### src/verilog/rx_frame_params.svh
`ifndef RX_FRAME_PARAMS_SVH
`define RX_FRAME_PARAMS_SVH

// ============================================================
// Register indices; the byte address is four times the index.
`define IDX_IRQ_ENABLE   10'h0A1
`define IDX_IRQ_FLAGS    10'h0A2
`define IDX_MIN_LEN      10'h0A3
`define IDX_MAX_LEN_LOW  10'h0A4
`define IDX_MAX_LEN_HIGH 10'h0A5
`define IDX_RESTART      10'h0A6
`define IDX_HIGH_WATER   10'h0A7
`define IDX_COUNT_LOW    10'h0A8
`define IDX_COUNT_MID    10'h0A9
`define IDX_COUNT_UPPER  10'h0AA

// ============================================================
// Reset values.
`define RST_IRQ_ENABLE   8'h00
`define RST_MIN_LEN      8'h04
`define RST_MAX_LEN      16'h0600
`define RST_RESTART      8'h8C
`define RST_HIGH_WATER   8'h40

// ============================================================
// Status and enable bit positions.
`define BIT_OVERRUN      1
`define BIT_CHECKSUM     2
`define BIT_ABORTED      3
`define BIT_OVERSIZE     4
`define BIT_UNDERSIZE    5
`define FLAG_MASK        8'h3E

// ============================================================
// Widths and bus answers.
`define LEN_W            16
`define COUNT_W          24
`define FIFO_LEVEL_W     9
`define RESTART_CODE_W   4
`define RESTART_SHIFT    4'h4
`define AXI_ADDR_W       12
`define AXI_OKAY         2'b00
`define AXI_SLVERR       2'b10

`endif

### src/verilog/rx_frame_pkg.sv
`default_nettype none
package rx_frame_pkg;

  // ============================================================
  // Outcome of one received frame, valid for the cycle of done.
  typedef struct packed {
    logic        done;
    logic        error;
    logic        oversize;
    logic        undersize;
    logic        checksum;
    logic        aborted;
    logic        overrun;
    logic [15:0] length;
  } frame_result_t;

  // ============================================================
  // Write gate of the receive FIFO.
  typedef enum logic [1:0] {
    GATE_OPEN      = 2'b01,
    GATE_SUSPENDED = 2'b10
  } gate_state_t;

endpackage
`default_nettype wire

### src/verilog/frame_length_checker.sv
`include "rx_frame_params.svh"
`default_nettype none
module frame_length_checker (
  // Clock and reset.
  input  wire logic                 clk,
  input  wire logic                 reset_n,
  // Frame stream.
  input  wire logic                 byte_strobe,
  input  wire logic                 frame_end,
  input  wire logic                 fcs_bad,
  input  wire logic                 abort_seen,
  input  wire logic                 byte_dropped,
  // Limits.
  input  wire logic [7:0]           min_len,
  input  wire logic [`LEN_W-1:0]    max_len,
  // Result.
  output rx_frame_pkg::frame_result_t result
);
  import rx_frame_pkg::*;

  logic [`LEN_W-1:0] count;
  logic              dropped;
  logic [`LEN_W-1:0] len_now;
  logic              over;
  logic              under;
  logic              dropped_now;

  // ============================================================
  // Length seen at the end, counting a byte of the end cycle too.
  assign len_now     = (byte_strobe && count != {`LEN_W{1'b1}}) ? count + 1'b1 : count;
  assign over        = len_now > max_len;
  assign under       = len_now < {8'h00, min_len};
  assign dropped_now = dropped | byte_dropped;

  always_ff @(posedge clk) begin
    if (!reset_n || frame_end) begin
      count   <= '0;
      dropped <= 1'b0;
    end else begin
      count   <= len_now;
      dropped <= dropped_now;
    end
  end

  always_ff @(posedge clk) begin
    if (!reset_n) begin
      result <= '0;
    end else begin
      result.done      <= frame_end;
      result.oversize  <= frame_end & over;
      result.undersize <= frame_end & under;
      result.checksum  <= frame_end & fcs_bad;
      result.aborted   <= frame_end & abort_seen;
      result.overrun   <= frame_end & dropped_now;
      result.error     <= frame_end & (over | under | fcs_bad | abort_seen | dropped_now);
      result.length    <= len_now;
    end
  end

endmodule
`default_nettype wire

### src/verilog/fifo_restart_gate.sv
`include "rx_frame_params.svh"
`default_nettype none
module fifo_restart_gate (
  // Clock and reset.
  input  wire logic                      clk,
  input  wire logic                      reset_n,
  // FIFO state.
  input  wire logic                      overrun,
  input  wire logic [`FIFO_LEVEL_W-1:0]  fifo_used,
  input  wire logic [`RESTART_CODE_W-1:0] restart_code,
  // Gate.
  output logic                           write_open
);
  import rx_frame_pkg::*;

  gate_state_t              state;
  gate_state_t              next_state;
  logic [`FIFO_LEVEL_W-1:0] restart_bytes;
  logic                     below_level;

  // ============================================================
  // Code times sixteen bytes.
  assign restart_bytes = {1'b0, restart_code, 4'h0};
  assign below_level   = fifo_used < restart_bytes;

  always_comb begin
    next_state = state;
    unique case (state)
      GATE_OPEN: begin
        if (overrun) begin
          next_state = GATE_SUSPENDED;
        end
      end
      GATE_SUSPENDED: begin
        if (!overrun && below_level) begin
          next_state = GATE_OPEN;
        end
      end
      default: begin
        next_state = GATE_SUSPENDED;
      end
    endcase
  end

  always_ff @(posedge clk) begin
    if (!reset_n) begin
      state      <= GATE_OPEN;
      write_open <= 1'b1;
    end else begin
      state      <= next_state;
      write_open <= (next_state == GATE_OPEN);
    end
  end

endmodule
`default_nettype wire

### src/verilog/rx_frame_control.sv
// What this block does
// - Set the overrun flag on FIFO overrun; interrupt only while its enable is set.
// - Set the checksum error flag on a frame check failure, maskable by its enable.
// - Set the aborted packet flag on an aborted packet, maskable by its enable.
// - Set the oversize flag for packets longer than the maximum, maskable by enable.
// - Set the undersize flag for packets shorter than the minimum, maskable by enable.
// - An enable at one lets its condition interrupt; at zero it cannot.
// - Mark with an error every packet shorter than the eight-bit minimum.
// - Packet length counts payload bytes only, no stuffing and no check sequence.
// - Oversize packets show error with end of packet, count bytes, set the flag.
// - After overrun, suspend FIFO writes until the used count falls below the level.
// - The four-bit restart code selects code times sixteen bytes; reset gives 192.
// - Packet available is high when fill exceeds the mark or an end is held.
// - Byte count bits 23 to 0 read as three read-only bytes.
// - The byte counter counts FIFO bytes, leaving out undersize, checksum, overrun and aborted frames; oversize frames count.
// - A counter write snapshots the count and restarts it, keeping a coinciding event.
//
// Added by the designer: register access over AXI4-Lite.
`include "rx_frame_params.svh"
`default_nettype none
module rx_frame_control (
  // Clock and reset.
  input  wire logic                      CLK,
  input  wire logic                      RESET_N,
  // Receive frame stream.
  input  wire logic                      RX_BYTE_STROBE,
  input  wire logic                      RX_FRAME_END,
  input  wire logic                      RX_FCS_BAD,
  input  wire logic                      RX_ABORT,
  // Receive FIFO state.
  input  wire logic                      FIFO_OVERRUN,
  input  wire logic [`FIFO_LEVEL_W-1:0]  FIFO_USED,
  input  wire logic                      FIFO_EOP_HELD,
  // Link-layer side.
  output logic                           FIFO_WRITE_ENABLE,
  output logic                           PACKET_AVAILABLE_OUT,
  output logic                           RECEIVE_ERROR_OUT,
  output logic                           RECEIVE_END_OF_PACKET_OUT,
  output logic                           IRQ,
  // AXI4-Lite write channels.
  input  wire logic [`AXI_ADDR_W-1:0]    AWADDR,
  input  wire logic                      AWVALID,
  output logic                           AWREADY,
  input  wire logic [31:0]               WDATA,
  input  wire logic [3:0]                WSTRB,
  input  wire logic                      WVALID,
  output logic                           WREADY,
  output logic [1:0]                     BRESP,
  output logic                           BVALID,
  input  wire logic                      BREADY,
  // AXI4-Lite read channels.
  input  wire logic [`AXI_ADDR_W-1:0]    ARADDR,
  input  wire logic                      ARVALID,
  output logic                           ARREADY,
  output logic [31:0]                    RDATA,
  output logic [1:0]                     RRESP,
  output logic                           RVALID,
  input  wire logic                      RREADY
);
  import rx_frame_pkg::*;

  // ============================================================
  // Registers.
  logic [7:0]          irq_enable;
  logic [7:0]          rx_frame_irq_flags;
  logic [7:0]          rx_min_packet_len;
  logic [`LEN_W-1:0]   max_length_limit;
  logic [7:0]          rx_restart_fill_level;
  logic [7:0]          rx_avail_high_water;
  logic [`COUNT_W-1:0] count_live;
  logic [`COUNT_W-1:0] received_byte_count;
  frame_result_t       result;

  // ============================================================
  // Bus decode.
  logic [9:0]  wr_index;
  logic [9:0]  rd_index;
  logic        write_fire;
  logic        read_fire;
  logic        wr_lane0;
  logic        wr_counter;
  logic        wr_known;
  logic        rd_known;
  logic [7:0]  rd_byte;
  logic [7:0]  flags_read;

  assign wr_index   = AWADDR[`AXI_ADDR_W-1:2];
  assign rd_index   = ARADDR[`AXI_ADDR_W-1:2];
  assign write_fire = AWVALID && WVALID && !AWREADY && !BVALID;
  assign read_fire  = ARVALID && !ARREADY && !RVALID;
  assign wr_lane0   = write_fire && WSTRB[0];
  assign wr_counter = wr_lane0 && (wr_index == `IDX_COUNT_LOW
                                || wr_index == `IDX_COUNT_MID
                                || wr_index == `IDX_COUNT_UPPER);
  assign wr_known   = wr_index >= `IDX_IRQ_ENABLE && wr_index <= `IDX_COUNT_UPPER;
  assign rd_known   = rd_index >= `IDX_IRQ_ENABLE && rd_index <= `IDX_COUNT_UPPER;

  assign rd_byte =
    (rd_index == `IDX_IRQ_ENABLE)   ? irq_enable :
    (rd_index == `IDX_IRQ_FLAGS)    ? rx_frame_irq_flags :
    (rd_index == `IDX_MIN_LEN)      ? rx_min_packet_len :
    (rd_index == `IDX_MAX_LEN_LOW)  ? max_length_limit[7:0] :
    (rd_index == `IDX_MAX_LEN_HIGH) ? max_length_limit[15:8] :
    (rd_index == `IDX_RESTART)      ? rx_restart_fill_level :
    (rd_index == `IDX_HIGH_WATER)   ? rx_avail_high_water :
    (rd_index == `IDX_COUNT_LOW)    ? received_byte_count[7:0] :
    (rd_index == `IDX_COUNT_MID)    ? received_byte_count[15:8] :
    (rd_index == `IDX_COUNT_UPPER)  ? received_byte_count[23:16] :
    8'h00;

  // Flags returned by this read are the ones it clears.
  assign flags_read = (read_fire && rd_index == `IDX_IRQ_FLAGS) ? rx_frame_irq_flags : 8'h00;

  // ============================================================
  // Write channel.
  always_ff @(posedge CLK) begin
    if (!RESET_N) begin
      AWREADY <= 1'b0;
      WREADY  <= 1'b0;
      BVALID  <= 1'b0;
      BRESP   <= `AXI_OKAY;
    end else begin
      AWREADY <= write_fire;
      WREADY  <= write_fire;
      if (write_fire) begin
        BVALID <= 1'b1;
        BRESP  <= wr_known ? `AXI_OKAY : `AXI_SLVERR;
      end else if (BREADY) begin
        BVALID <= 1'b0;
      end
    end
  end

  // ============================================================
  // Read channel.
  always_ff @(posedge CLK) begin
    if (!RESET_N) begin
      ARREADY <= 1'b0;
      RVALID  <= 1'b0;
      RDATA   <= 32'h0000_0000;
      RRESP   <= `AXI_OKAY;
    end else begin
      ARREADY <= read_fire;
      if (read_fire) begin
        RVALID <= 1'b1;
        RDATA  <= {24'h00_0000, rd_byte};
        RRESP  <= rd_known ? `AXI_OKAY : `AXI_SLVERR;
      end else if (RREADY) begin
        RVALID <= 1'b0;
      end
    end
  end

  // ============================================================
  // Control registers.
  always_ff @(posedge CLK) begin
    if (!RESET_N) begin
      irq_enable            <= `RST_IRQ_ENABLE;
      rx_min_packet_len     <= `RST_MIN_LEN;
      max_length_limit      <= `RST_MAX_LEN;
      rx_restart_fill_level <= `RST_RESTART;
      rx_avail_high_water   <= `RST_HIGH_WATER;
    end else if (wr_lane0) begin
      if (wr_index == `IDX_IRQ_ENABLE) begin
        irq_enable <= WDATA[7:0] & `FLAG_MASK;
      end
      if (wr_index == `IDX_MIN_LEN) begin
        rx_min_packet_len <= WDATA[7:0];
      end
      if (wr_index == `IDX_MAX_LEN_LOW) begin
        max_length_limit[7:0] <= WDATA[7:0];
      end
      if (wr_index == `IDX_MAX_LEN_HIGH) begin
        max_length_limit[15:8] <= WDATA[7:0];
      end
      if (wr_index == `IDX_RESTART) begin
        rx_restart_fill_level <= WDATA[7:0];
      end
      if (wr_index == `IDX_HIGH_WATER) begin
        rx_avail_high_water <= WDATA[7:0];
      end
    end
  end

  // ============================================================
  // Frame checks and FIFO write gate.
  logic byte_dropped;

  assign byte_dropped = RX_BYTE_STROBE && (!FIFO_WRITE_ENABLE || FIFO_OVERRUN);

  frame_length_checker u_checker (
    .clk          (CLK),
    .reset_n      (RESET_N),
    .byte_strobe  (RX_BYTE_STROBE),
    .frame_end    (RX_FRAME_END),
    .fcs_bad      (RX_FCS_BAD),
    .abort_seen   (RX_ABORT),
    .byte_dropped (byte_dropped),
    .min_len      (rx_min_packet_len),
    .max_len      (max_length_limit),
    .result       (result)
  );

  fifo_restart_gate u_gate (
    .clk          (CLK),
    .reset_n      (RESET_N),
    .overrun      (FIFO_OVERRUN),
    .fifo_used    (FIFO_USED),
    .restart_code (rx_restart_fill_level[`RESTART_CODE_W-1:0]),
    .write_open   (FIFO_WRITE_ENABLE)
  );

  // ============================================================
  // Status flags; a new event wins over the clearing read.
  logic [7:0] flag_set;

  assign flag_set[0]              = 1'b0;
  assign flag_set[`BIT_OVERRUN]   = FIFO_OVERRUN;
  assign flag_set[`BIT_CHECKSUM]  = result.checksum;
  assign flag_set[`BIT_ABORTED]   = result.aborted;
  assign flag_set[`BIT_OVERSIZE]  = result.oversize;
  assign flag_set[`BIT_UNDERSIZE] = result.undersize;
  assign flag_set[7:6]            = 2'b00;

  always_ff @(posedge CLK) begin
    if (!RESET_N) begin
      rx_frame_irq_flags <= 8'h00;
      IRQ                <= 1'b0;
    end else begin
      rx_frame_irq_flags <= (rx_frame_irq_flags & ~flags_read) | flag_set;
      IRQ                <= |(rx_frame_irq_flags & irq_enable);
    end
  end

  // ============================================================
  // Link-layer indications.
  always_ff @(posedge CLK) begin
    if (!RESET_N) begin
      PACKET_AVAILABLE_OUT      <= 1'b0;
      RECEIVE_ERROR_OUT         <= 1'b0;
      RECEIVE_END_OF_PACKET_OUT <= 1'b0;
    end else begin
      PACKET_AVAILABLE_OUT      <= (FIFO_USED > {1'b0, rx_avail_high_water})
                                   || FIFO_EOP_HELD;
      RECEIVE_ERROR_OUT         <= result.done && result.error;
      RECEIVE_END_OF_PACKET_OUT <= result.done;
    end
  end

  // ============================================================
  // Received byte counter with snapshot.
  logic                good_frame;
  logic [`COUNT_W-1:0] add_bytes;
  logic [`COUNT_W-1:0] sum_bytes;

  assign good_frame = result.done && !(result.undersize || result.checksum
                      || result.aborted || result.overrun);
  assign add_bytes  = good_frame ? {8'h00, result.length} : '0;
  assign sum_bytes  = (count_live > ~add_bytes) ? {`COUNT_W{1'b1}} : count_live + add_bytes;

  always_ff @(posedge CLK) begin
    if (!RESET_N) begin
      count_live          <= '0;
      received_byte_count <= '0;
    end else if (wr_counter) begin
      received_byte_count <= count_live;
      count_live          <= add_bytes;
    end else begin
      count_live          <= sum_bytes;
    end
  end

endmodule
`default_nettype wire

### config.mk
export PLATFORM = sky130hd
export DESIGN_NAME = rx_frame_control
export DESIGN_NICKNAME = d
export VERILOG_FILES = /design/src/verilog/rx_frame_pkg.sv /design/src/verilog/frame_length_checker.sv /design/src/verilog/fifo_restart_gate.sv /design/src/verilog/rx_frame_control.sv
export VERILOG_INCLUDE_DIRS = /design/src /design/src/verilog
export SDC_FILE = /design/constraint.sdc
export NUM_CORES = 1
export LEC_CHECK = 0
export BUFFER_PORTS_ARGS = -buffer_cell sky130_fd_sc_hd__buf_2
export CAP_MARGIN = 10
export CORE_UTILIZATION = 50
export DETAILED_ROUTE_END_ITERATION = 12
export HOLD_SLACK_MARGIN = 0.15
export MAX_ROUTING_LAYER = met4
export PLACE_DENSITY = 0.71
export SLEW_MARGIN = 20
export SYNTH_ARGS = -nofsm -noshare
export SYNTH_HDL_FRONTEND = slang
export SYNTH_SLANG_ARGS = --single-unit
### constraint.sdc
create_clock -name CLK -period 10.6 [get_ports CLK]
set_clock_uncertainty 0.15 [all_clocks]
set_input_delay 1.06 -clock CLK [delete_from_list [all_inputs] [get_ports CLK]]
set_output_delay 1.06 -clock CLK [all_outputs]
set_load 0.005 [all_outputs]
==> metrics, run 1 <==
synth warn=0; synthesized area=roughly 8800 um^2; worst setup path startpoint=RX_BYTE_STROBE; Post-CTS Setup Inserts=0; Routed WL=22800 um; Design Area, Final=9720 um^2; DP HPWL=16500 um; Reg2Reg Depth=13; IO buf count=70; hold depth=2; total CTS buffers=17; first-pass GRT wire length=around 36000 um; Leakage Power=3.99 nW; CTS sink count=162; number of cell rows=48; clock buffer depth=2; HP Class=reg -> reg; clock-pin slew on the worst setup and hold paths=60 ps; post-synth top area cell=dfxtp_1; CTS Hold Buffers Added=0; reg-to-reg slack, setup=6800 ps; First-pass DRT Iterations=7; Cell variety after synth=84; Layout fillers=1610; # setup viols final=0; diode count=0; top cell type's share of synthesized area=between 30% and 40%; EDFF count, synth=0; layout cells sized above 1=12.3%; initial antenna violation count=0; Die W=135 um; WP data required=10750 ps; worst path arrival time=~4100 ps; H-tree lvl count=4; Yosys reg bits=162; post-CTS sizing=0; Slew HR=38.5%; RSZ-0062 raised after global routing=no; r2r endpoint=u_checker.result[21]; DIE AREA=18100 um^2; DP Area=9150 um^2; Initial Util=between 50% and 60%; via count=roughly 7600; max_cap viols=0; sequential share of the synthesized area=between 30% and 40%; drt initial violations=623; # IOs=128; setup TNS=0 ps; number of max-slew violations in the final report=0; synth top area cells=dfxtp_1 37%, ha_1 7.7%, mux2i_1 5.9%, a21oi_1 5.6%, nor2_1 4.7%; post-route ant nets=0; Setup CP Type=in -> reg; drt via density=5.71; Worst-Skew Late Latency=430 ps; GP Congestion=0.896; area grow syn2layout=10.8%; Final Cycle Share=37.4%; Synth Instances=1044; CTS root buf=clkbuf_16; DRC viols=0; Crit. End Element=flip-flop; grt total ovfl=0; pwr/cell area=135 nW/um^2; top post-synthesis cells by count=162 x dfxtp_1, 109 x nor2_1, 98 x a21oi_1; Hold Path End=received_byte_count[2]; largest net degree at the start of global routing=69; nets@finish=1229; crit start category=input port; post-layout minimum cycle time=3960 ps; Worst Path Max Fanout=4; VDD IR max=0.000129 V; syn avg cell area=8.41 um^2; Fin. Hold Viols=0; core footprint=17200 um^2; die height=135 um; WL/cell=about 17 um; HP Start=received_byte_count[2]; Primary FF master, synth=dfxtp_1; Worst-Margin Slew=920 ps; RR Startpoint=u_checker.count[4]; number of global-route vias before repair=6828; most common cell in the netlist=dfxtp_1; FMAX=0.252 GHz; clock tree from TritonCTS=done; asr flop ratio synth=0%; status=finished, final reports clean; GRT Total Usage=26.7%
placed cells by master (no fill, tap or decap), types with 5 or more instances in the layout:
cell | synthesis | final
buf_2 | 9 | 70
nor4_1 | 10 | 10
conb_1 | 1 | 26
buf_4 | 28 | 6
o21a_1 | 5 | 5
ha_1 | 54 | 54
and3_1 | 27 | 27
nand3_1 | 18 | 18
and2_1 | 8 | 8
nor3_1 | 16 | 16
a211oi_1 | 5 | 5
nand4_1 | 13 | 13
dfxtp_1 | 162 | 162
inv_1 | 70 | 70
nor2_1 | 109 | 109
nand2_1 | 94 | 94
a311oi_1 | 6 | 6
a21oi_1 | 98 | 98
o21ai_0 | 47 | 47
a21o_1 | 8 | 8
mux2i_1 | 52 | 52
xor2_1 | 9 | 9
a31oi_1 | 12 | 12
clkbuf_16 | 0 | 17
nand2b_1 | 9 | 9
o211ai_1 | 11 | 11
nor2b_1 | 14 | 14
xnor2_1 | 20 | 20
registers in the layout, indices dropped and copies added, names as in the netlist, 2 cells and up:
name and cells:
rx_avail_high_water 8, RDATA 8, rx_min_packet_len 8, max_length_limit 16, count_live 24, rx_frame_irq_flags 8, rx_restart_fill_level 8, u_checker.count 16
u_checker.result 23, received_byte_count 24, u_gate.state 2, irq_enable 5
worst max-delay path by stage:
stage / to / slack (ps) / cells past startpoint
after floorplan: u_checker.result[21] / 6730 / 13
after global placement: u_checker.result[21] / 6330 / 14
after detailed placement: u_checker.result[21] / 6250 / 14
after CTS: u_checker.result[21] / 6670 / 14
after global routing: u_checker.result[21] / 6410 / 14
final: u_checker.result[21] / 6640 / 14
logic make-up after synthesis:
| group | share of synthesized area [%] |
|---|---|
| AOI/OAI and AO/OA | 17.0 |
| and+or+nand+nor | 20.6 |
| buffers and inverters | 7.61 |
| adders and majority gates | 7.92 |
| DFF | 36.9 |
| muxes | 6.83 |
| xor gates and xnor gates | 3.08 |
| other | 0.0427 |
layout make-up:
class | count | area (um^2) | area share [%]
repair buffers | 76 | 395 | 4.07
inverters | 71 | 267 | 2.74
clock buffers | 19 | 443 | 4.55
clock inverters | 13 | 125 | 1.29
well taps | 225 | 282 | 2.90
multi-input cells | 764 | 4970 | 51.1
flip-flops and latches | 162 | 3240 | 33.4
metal layers:
layer / wire (um) / up-vias / global-route usage [%]
met5: 0 / - / -
met4: 361 / 0 / 6.74
met1: 10600 / 3609 / 36.5
met2: 10400 / 242 / 40.6
met3: 1390 / 29 / 4.73
li1: - / 3708 / -
per-stage QoR:
| step | utilization, % | std cells | setup WS (ps) | hold slack, ps | total power, W |
|---|---|---|---|---|---|
| finish | 56.4 | 1330 | 6640 | 304 | 0.00131 |
| global route | 56.4 | 1330 | 6410 | 324 | 0.00136 |
| CTS | 56.4 | 1330 | 6670 | 305 | 0.00132 |
| detailed placement | 53.1 | 1298 | 6250 | 296 | 0.000730 |
| global placement | 53.1 | 1298 | 6330 | 292 | 0.000728 |
| floorplan | - | 1069 | 6730 | 263 | 0.000701 |
critical path, cell delays in order:
cell and delay [ps]:
buf_2 130, inv_1 90, or2_2 330, nor4_2 370
nand3_1 160, xor2_1 260, inv_1 80, ha_1 290
nand4_1 150, or2_2 340, or4_1 510, o211a_1 160
nor2_1 100, o41ai_1 60
report_power, final:
part / internal (W) / switching, W / total [W]
logic: 0.0000327 / 0.0000579 / 0.0000906
registers: 0.000619 / 0.00000774 / 0.000627
clock network: 0.000333 / 0.000261 / 0.000594
total: 0.000985 / 0.000327 / 0.00131
No activity file was read; power rests on OpenSTA's default activity.
==> run 2: changes to the inputs <==
- ABC_AREA: unset -> 1
- clock period: 10.6 -> 4.08 ns (I/O delays scaled with it)
==> run 2 against run 1 <==
Wire length up 8.8%; largest cell class unchanged; utilization up 1.3 points; total power rose to 2.8 times the previous value; cell area up 7.0%; clock power rose to 2.9 times the previous value; count of clock-buffer cells in the layout up 2; synthesized area up 5.2%; combinational power rose to 3.0 times the previous value; critical path depth unchanged; sequential power rose to 2.6 times the previous value; highest routed layer unchanged; synthesized cell count up 28%.
==> metrics, run 2 <==
grt total ovfl=0 (unchanged); drt initial violations=567 (-9.0%); sequential share of the synthesized area=35.1% (-1.8 points); via count=8632 (+14%); worst path arrival time=3610 ps (-500 ps); asr flop ratio synth=0% (unchanged); WL/cell=15.1 um (-12%); Layout Utilization=57.7% (+1.3 points); First-pass DRT Iterations=5 (-2); DIE AREA=19000 um^2 (+5.2%); WP data required=4240 ps (-6510 ps); diode count=0 (unchanged); pwr/cell area=350 nW/um^2 (+160%); post-layout minimum cycle time=3450 ps; Synth Instances=1336 (+28%); Setup CP Type=reg -> reg; CTS sink count=162 (unchanged); # IOs=128 (unchanged); max_cap viols=0 (unchanged); VDD IR max=0.000327 V (+150%); top cell type's share of synthesized area=35.1% (-1.8 points); total CTS buffers=17 (unchanged); initial antenna violation count=0 (unchanged); Cell variety after synth=50 (-40%); commonest non-fill, non-tap cell in the layout=nand2_1; clock tree from TritonCTS=done; drt via density=5.24 (-8.2%); number of global-route vias before repair=7914 (+16%); most common cell in the netlist=nand2_1; top post-synthesis cells by count=242 x nand2_1, 201 x inv_1, 188 x nor2_1; area grow syn2layout=12.7%; Layout fillers=1716 (+6.6%); reg-to-reg slack, setup=630 ps (-6170 ps); crit start category=flip-flop; setup TNS=0 ps (unchanged); die height=138 um (+2.5%); Initial Util=51.3% (+0.32 points); synth warn=0 (unchanged); GRT Total Usage=28.1% (+1.4 points); IO buf count=70 (unchanged); Die W=138 um (+2.5%); GP Congestion=0.953 (+6.4%); status=finished, final reports clean; syn avg cell area=6.92 um^2 (-18%); Slowest-stage cell, CP=nor3_2; Slew HR=25.9% (-13 points); # setup viols final=0 (unchanged); Yosys reg bits=162 (unchanged); synth top area cells=dfxtp_1 35%, nand2_1 9.8%, inv_1 8.2%, nor2_1 7.6%, ha_1 7.3%; FMAX=0.290 GHz; Top Registers=count_live (24), received_byte_count (24), u_checker.result (23); EDFF count, synth=0 (unchanged); RSZ-0062 raised after global routing=no; largest net degree at the start of global routing=80 (+16%); DP HPWL=18800 um (+14%); Primary FF master, synth=dfxtp_1; CTS root buf=clkbuf_16; Final Cycle Share=a little over four fifths; number of max-slew violations in the final report=0 (unchanged); nets@finish=1543 (+26%); core footprint=18000 um^2 (+4.6%); H-tree lvl count=4 (unchanged); Fin. Hold Viols=0 (unchanged); number of cell rows=49 (+2.1%); DRC viols=0 (unchanged); most frequent cells in the layout=242 x nand2_1, 201 x inv_1, 188 x nor2_1, 162 x dfxtp_1, 109 x a21oi_1; Worst-Skew Late Latency=430 ps (about the same); post-synth top area cell=dfxtp_1; Worst-Margin Slew=1110 ps (+190 ps); Worst Path Max Fanout=11 (+7); crit-path cells=nor2_1 -> nand2_1 -> nor3_2 -> inv_1 -> nor2_1 -> ha_1 -> nand2_1 -> o21ai_0 -> a21oi_1 -> nand2_1 -> nand3_2 -> nand2_1 -> o21ai_0 -> inv_1; CP peak stage delay=440 ps (-70 ps); Routed WL=24800 um (+8.8%); Crit. End Element=flip-flop; first-pass GRT wire length=39800 um (+10%); Leakage Power=5.07 nW (+27%); synthesized area=9240 um^2 (+5.2%); layout cells sized above 1=10.5% (-1.8 points); Most common cell on crit path=nand2_1; HP Class=in -> reg; clock buffer depth=2 (unchanged); post-route ant nets=0 (unchanged); clock-pin slew on the worst setup and hold paths=60 ps (about the same)
run 2: cell count changes after synthesis, moves of 15 or more:
cell | previous run | this run
clkbuf_1 | 31 | 16
o21ai_0 | 47 | 100
and3_1 | 27 | 2
inv_1 | 70 | 201
nand3_1 | 18 | 48
nor2_1 | 109 | 188
mux2i_1 | 52 | 0
nand4_1 | 13 | 30
nand2_1 | 94 | 242
run 2: final cells by class:
class | count | area [um^2] | area share, %
multi-input combinational | 931 | 4940 | 47.5
sequential | 162 | 3240 | 31.2
inverter | 207 | 777 | 7.46
timing repair buffer | 87 | 510 | 4.90
clock buffer | 21 | 470 | 4.52
tap | 229 | 287 | 2.75
clock inverter | 11 | 176 | 1.69
run 2: logic make-up (layout without fill, tap and decap cells):
group,after synthesis,after routing,share of synthesized area [%]
adder cells (fa/ha/maj),55,55,7.53
flip-flops,162,162,35.1
XOR/XNOR,22,22,2.09
AND/OR/NAND/NOR,568,568,27.0
buffers and inverters,268,326,12.4
AO/OA/AOI/OAI,260,260,15.8
other,1,26,0.0406
run 2: per-layer routing:
metal | GRT usage, % | routed length (um) | up-vias
met1 | 36.8 | 11500 | 3971
met2 | 44.8 | 11400 | 238
met4 | 6.46 | 325 | 0
met5 | - | 0 | -
li1 | - | - | 4396
met3 | 5.34 | 1510 | 27
run 2: critical path, delay by kind of cell (launching register included):
family          cells  cell delay [ps]
flops               1              320
fa+ha+maj           1              310
buf+inv             2              300
simple gates        8             1540
compound gates      3              730
run 2: path summary, 6_finish.rpt:
| path | depth (start not counted) | endpoint | from |
|---|---|---|---|
| worst max-delay path | 14 | count_live[9] | u_checker.result[19] |
| worst min-delay path | 3 | BRESP[1] | AWADDR[5] |
| worst max register to register | 14 | count_live[9] | u_checker.result[19] |
| worst min register to register | 2 | RECEIVE_ERROR_OUT | u_checker.result[21] |
run 2: timing repair:
item                      in CTS  in global routing
hold endpoints to repair      14                  0
gates resized for setup        0                  0
hold buffers                  13                  0
setup buffers                  0                  0
run 2: metrics by stage:
step | instance area, um^2 | setup WS [ps] | instances | hold WS, ps | total power (W)
after floorplan | 9330 | 1230 | 1361 | 244 | 0.00185
after global placement | 9630 | 764 | 1603 | 263 | 0.00192
after detailed placement | 9630 | 695 | 1603 | 256 | 0.00193
after CTS | 10400 | 654 | 1648 | 162 | 0.00366
after global routing | 10400 | 232 | 1648 | 182 | 0.00378
final | 10400 | 629 | 1648 | 175 | 0.00365
run 2: power by group:
group	total (W)	switching [W]	internal, W
logic	0.000274	0.000178	0.0000956
registers	0.00163	0.0000192	0.00161
clock network	0.00174	0.000663	0.00108
total	0.00365	0.000860	0.00279
==> run 3: changes to the inputs <==
- PLACE_DENSITY: 0.71 -> 0.74
- clock period: 4.08 -> 3.1 ns (I/O delays scaled with it)
==> run 3 against run 2 <==
Hold slack got worse by 7.1 ps; flip-flop and latch count unchanged; critical path depth increased by 4; count of clock-buffer cells in the layout increased by 4; global-route usage increased by 0.38 points; critical path type unchanged; critical endpoint is now u_checker.result[21]; largest power group is now registers; highest routed layer unchanged.
==> metrics, run 3 (synthesis results as in run 2) <==
Top Registers=count_live (24), received_byte_count (24), u_checker.result (23); Initial Util=51.3% (unchanged); Crit. End Element=flip-flop; # IOs=128 (unchanged); most frequent cells in the layout=241 x nand2_1, 201 x inv_1, 187 x nor2_1, 162 x dfxtp_1, 108 x a21oi_1; Leakage Power=5.25 nW (+3.4%); WL/cell=14.9 um (-1.3%); FMAX=0.346 GHz (+19%); max_cap viols=0 (unchanged); Slowest-stage cell, CP=dfxtp_1; area grow syn2layout=16.1%; Worst-Margin Slew=888 ps (-222 ps); number of max-slew violations in the final report=0 (unchanged); core footprint=18000 um^2 (unchanged); setup ws final=207 ps (-422 ps); GP Congestion=0.934 (-2.0%); first-pass GRT wire length=40100 um (+0.94%); layout cells sized above 1=12.7% (+2.2 points); number of cell rows=49 (unchanged); crit start category=flip-flop; H-tree lvl count=4 (unchanged); post-route ant nets=0 (unchanged); Slew HR=40.5% (+15 points); total CTS buffers=17 (unchanged); HP Class=in -> reg; Met1 Wirelength=11200 um (-2.6%); nets@finish=1585 (+2.7%); number of global-route vias before repair=8054 (+1.8%); initial antenna violation count=0 (unchanged); Bufs and invs on worst path=2 (unchanged); commonest non-fill, non-tap cell in the layout=nand2_1; via count=8869 (+2.7%); RSZ-0062 raised after global routing=no; CTS root buf=clkbuf_16; grt total ovfl=0 (unchanged); met3 wire len=1850 um (+23%); worst path arrival time=3070 ps (-540 ps); die height=138 um (unchanged); metal2 WL=11600 um (+0.95%); top sig layer=met4; WP data required=3280 ps (-960 ps); Worst Path Max Fanout=7 (-4); Largest delay share family, worst path=simple AND/OR/NAND/NOR gates; largest net degree at the start of global routing=79 (-1.3%); status=finished, final reports clean; clock-pin slew on the worst setup and hold paths=60 ps (about the same); Routed WL=25100 um (+1.2%); Fin. Hold Viols=0 (unchanged); clock buffer depth=2 (unchanged); CP peak stage delay=380 ps (-60 ps); GRT Total Usage=28.5% (+0.38 points); drt via density=5.25 (+0.19%); Setup CP Type=reg -> reg; CTS sink count=162 (unchanged); post-layout minimum cycle time=2890 ps (-558 ps); DIE AREA=19000 um^2 (unchanged); Final Cycle Share=93.3% (+8.7 points); crit-path cells=ha_1 -> inv_1 -> nor2_4 -> nand2_4 -> o21ai_4 -> nor3_2 -> nand2_1 -> xor2_2 -> inv_1 -> ha_1 -> nand2_1 -> o21bai_1 -> nand3_1 -> nand3_1 -> o2111ai_1 -> and2_1 -> nor2_1 -> nand2_1; drt initial violations=627 (+11%); setup TNS=0 ps (unchanged); Die W=138 um (unchanged); DRC viols=0 (unchanged); Worst-Skew Late Latency=430 ps (about the same); clock tree from TritonCTS=done; IO buf count=70 (unchanged); pwr/cell area=427 nW/um^2 (+22%); diode count=0 (unchanged); Most common cell on crit path=nand2_1; Post-Place Setup Slack=44.4 ps (-651 ps); DP HPWL=18800 um (about the same); VDD IR max=0.000454 V (+39%); First-pass DRT Iterations=5 (unchanged); # setup viols final=0 (unchanged); Layout Utilization=59.5% (+1.7 points)
run 3: path summary, 6_finish.rpt:
kind,startpoint,end,slack (ps),cells after the start
max,u_checker.count[1],u_checker.result[21],210,18
min,RESET_N,u_checker.result[16],170,3
max reg2reg,u_checker.count[1],u_checker.result[21],210,18
min reg2reg,u_checker.result[21],RECEIVE_ERROR_OUT,300,2
run 3: timing repair:
action                                  in CTS  in global routing
endpoints found under the setup margin       1                 22
resized for setup                            1                 13
hold endpoints to repair                    47                  0
buffers inserted                             0                  7
pin swaps                                    0                  5
cloned                                       0                  0
hold buffers                                26                  0
run 3: through the flow:
step | area [um^2] | hold slack, ps | cells | total power [W]
2_1_floorplan | 9330 | 244 | 1361 | 0.00243
3_3_place_gp | 9800 | 295 | 1625 | 0.00254
3_5_place_dp | 9800 | 299 | 1625 | 0.00255
4_1_cts | 10600 | 151 | 1683 | 0.00458
5_1_grt | 10700 | 193 | 1690 | 0.00474
6_report | 10700 | 168 | 1690 | 0.00457
run 3: report_power, final:
part / switching [W] / leakage [nW] / total, W / internal [W]
combinational: 0.000243 / 3.66 / 0.000393 / 0.000150
sequential: 0.0000243 / 1.31 / 0.00214 / 0.00212
clock: 0.000843 / 0.278 / 0.00204 / 0.00119
total: 0.00111 / 5.25 / 0.00457 / 0.00346
run 3: final cells by class:
type,count,area [um^2]
Multi-Input combinational cell,931,4990
Timing Repair Buffer,129,858
Tap cell,229,287
Sequential cell,162,3240
Inverter,207,779
Clock buffer,25,495
Fill cell,1721,7300
Clock inverter,7,73.8
run 3: worst min-delay path, delay by kind of cell:
family	cells	cell delay, ps
simple gates	2	280
buf+inv	1	110
run 3: metal layers:
| layer | global-route usage [%] | up-vias |
|---|---|---|
| li1 | - | 4481 |
| met1 | 35.8 | 4038 |
| met2 | 45.4 | 308 |
| met3 | 6.83 | 42 |
| met4 | 8.15 | 0 |
| met5 | - | - |
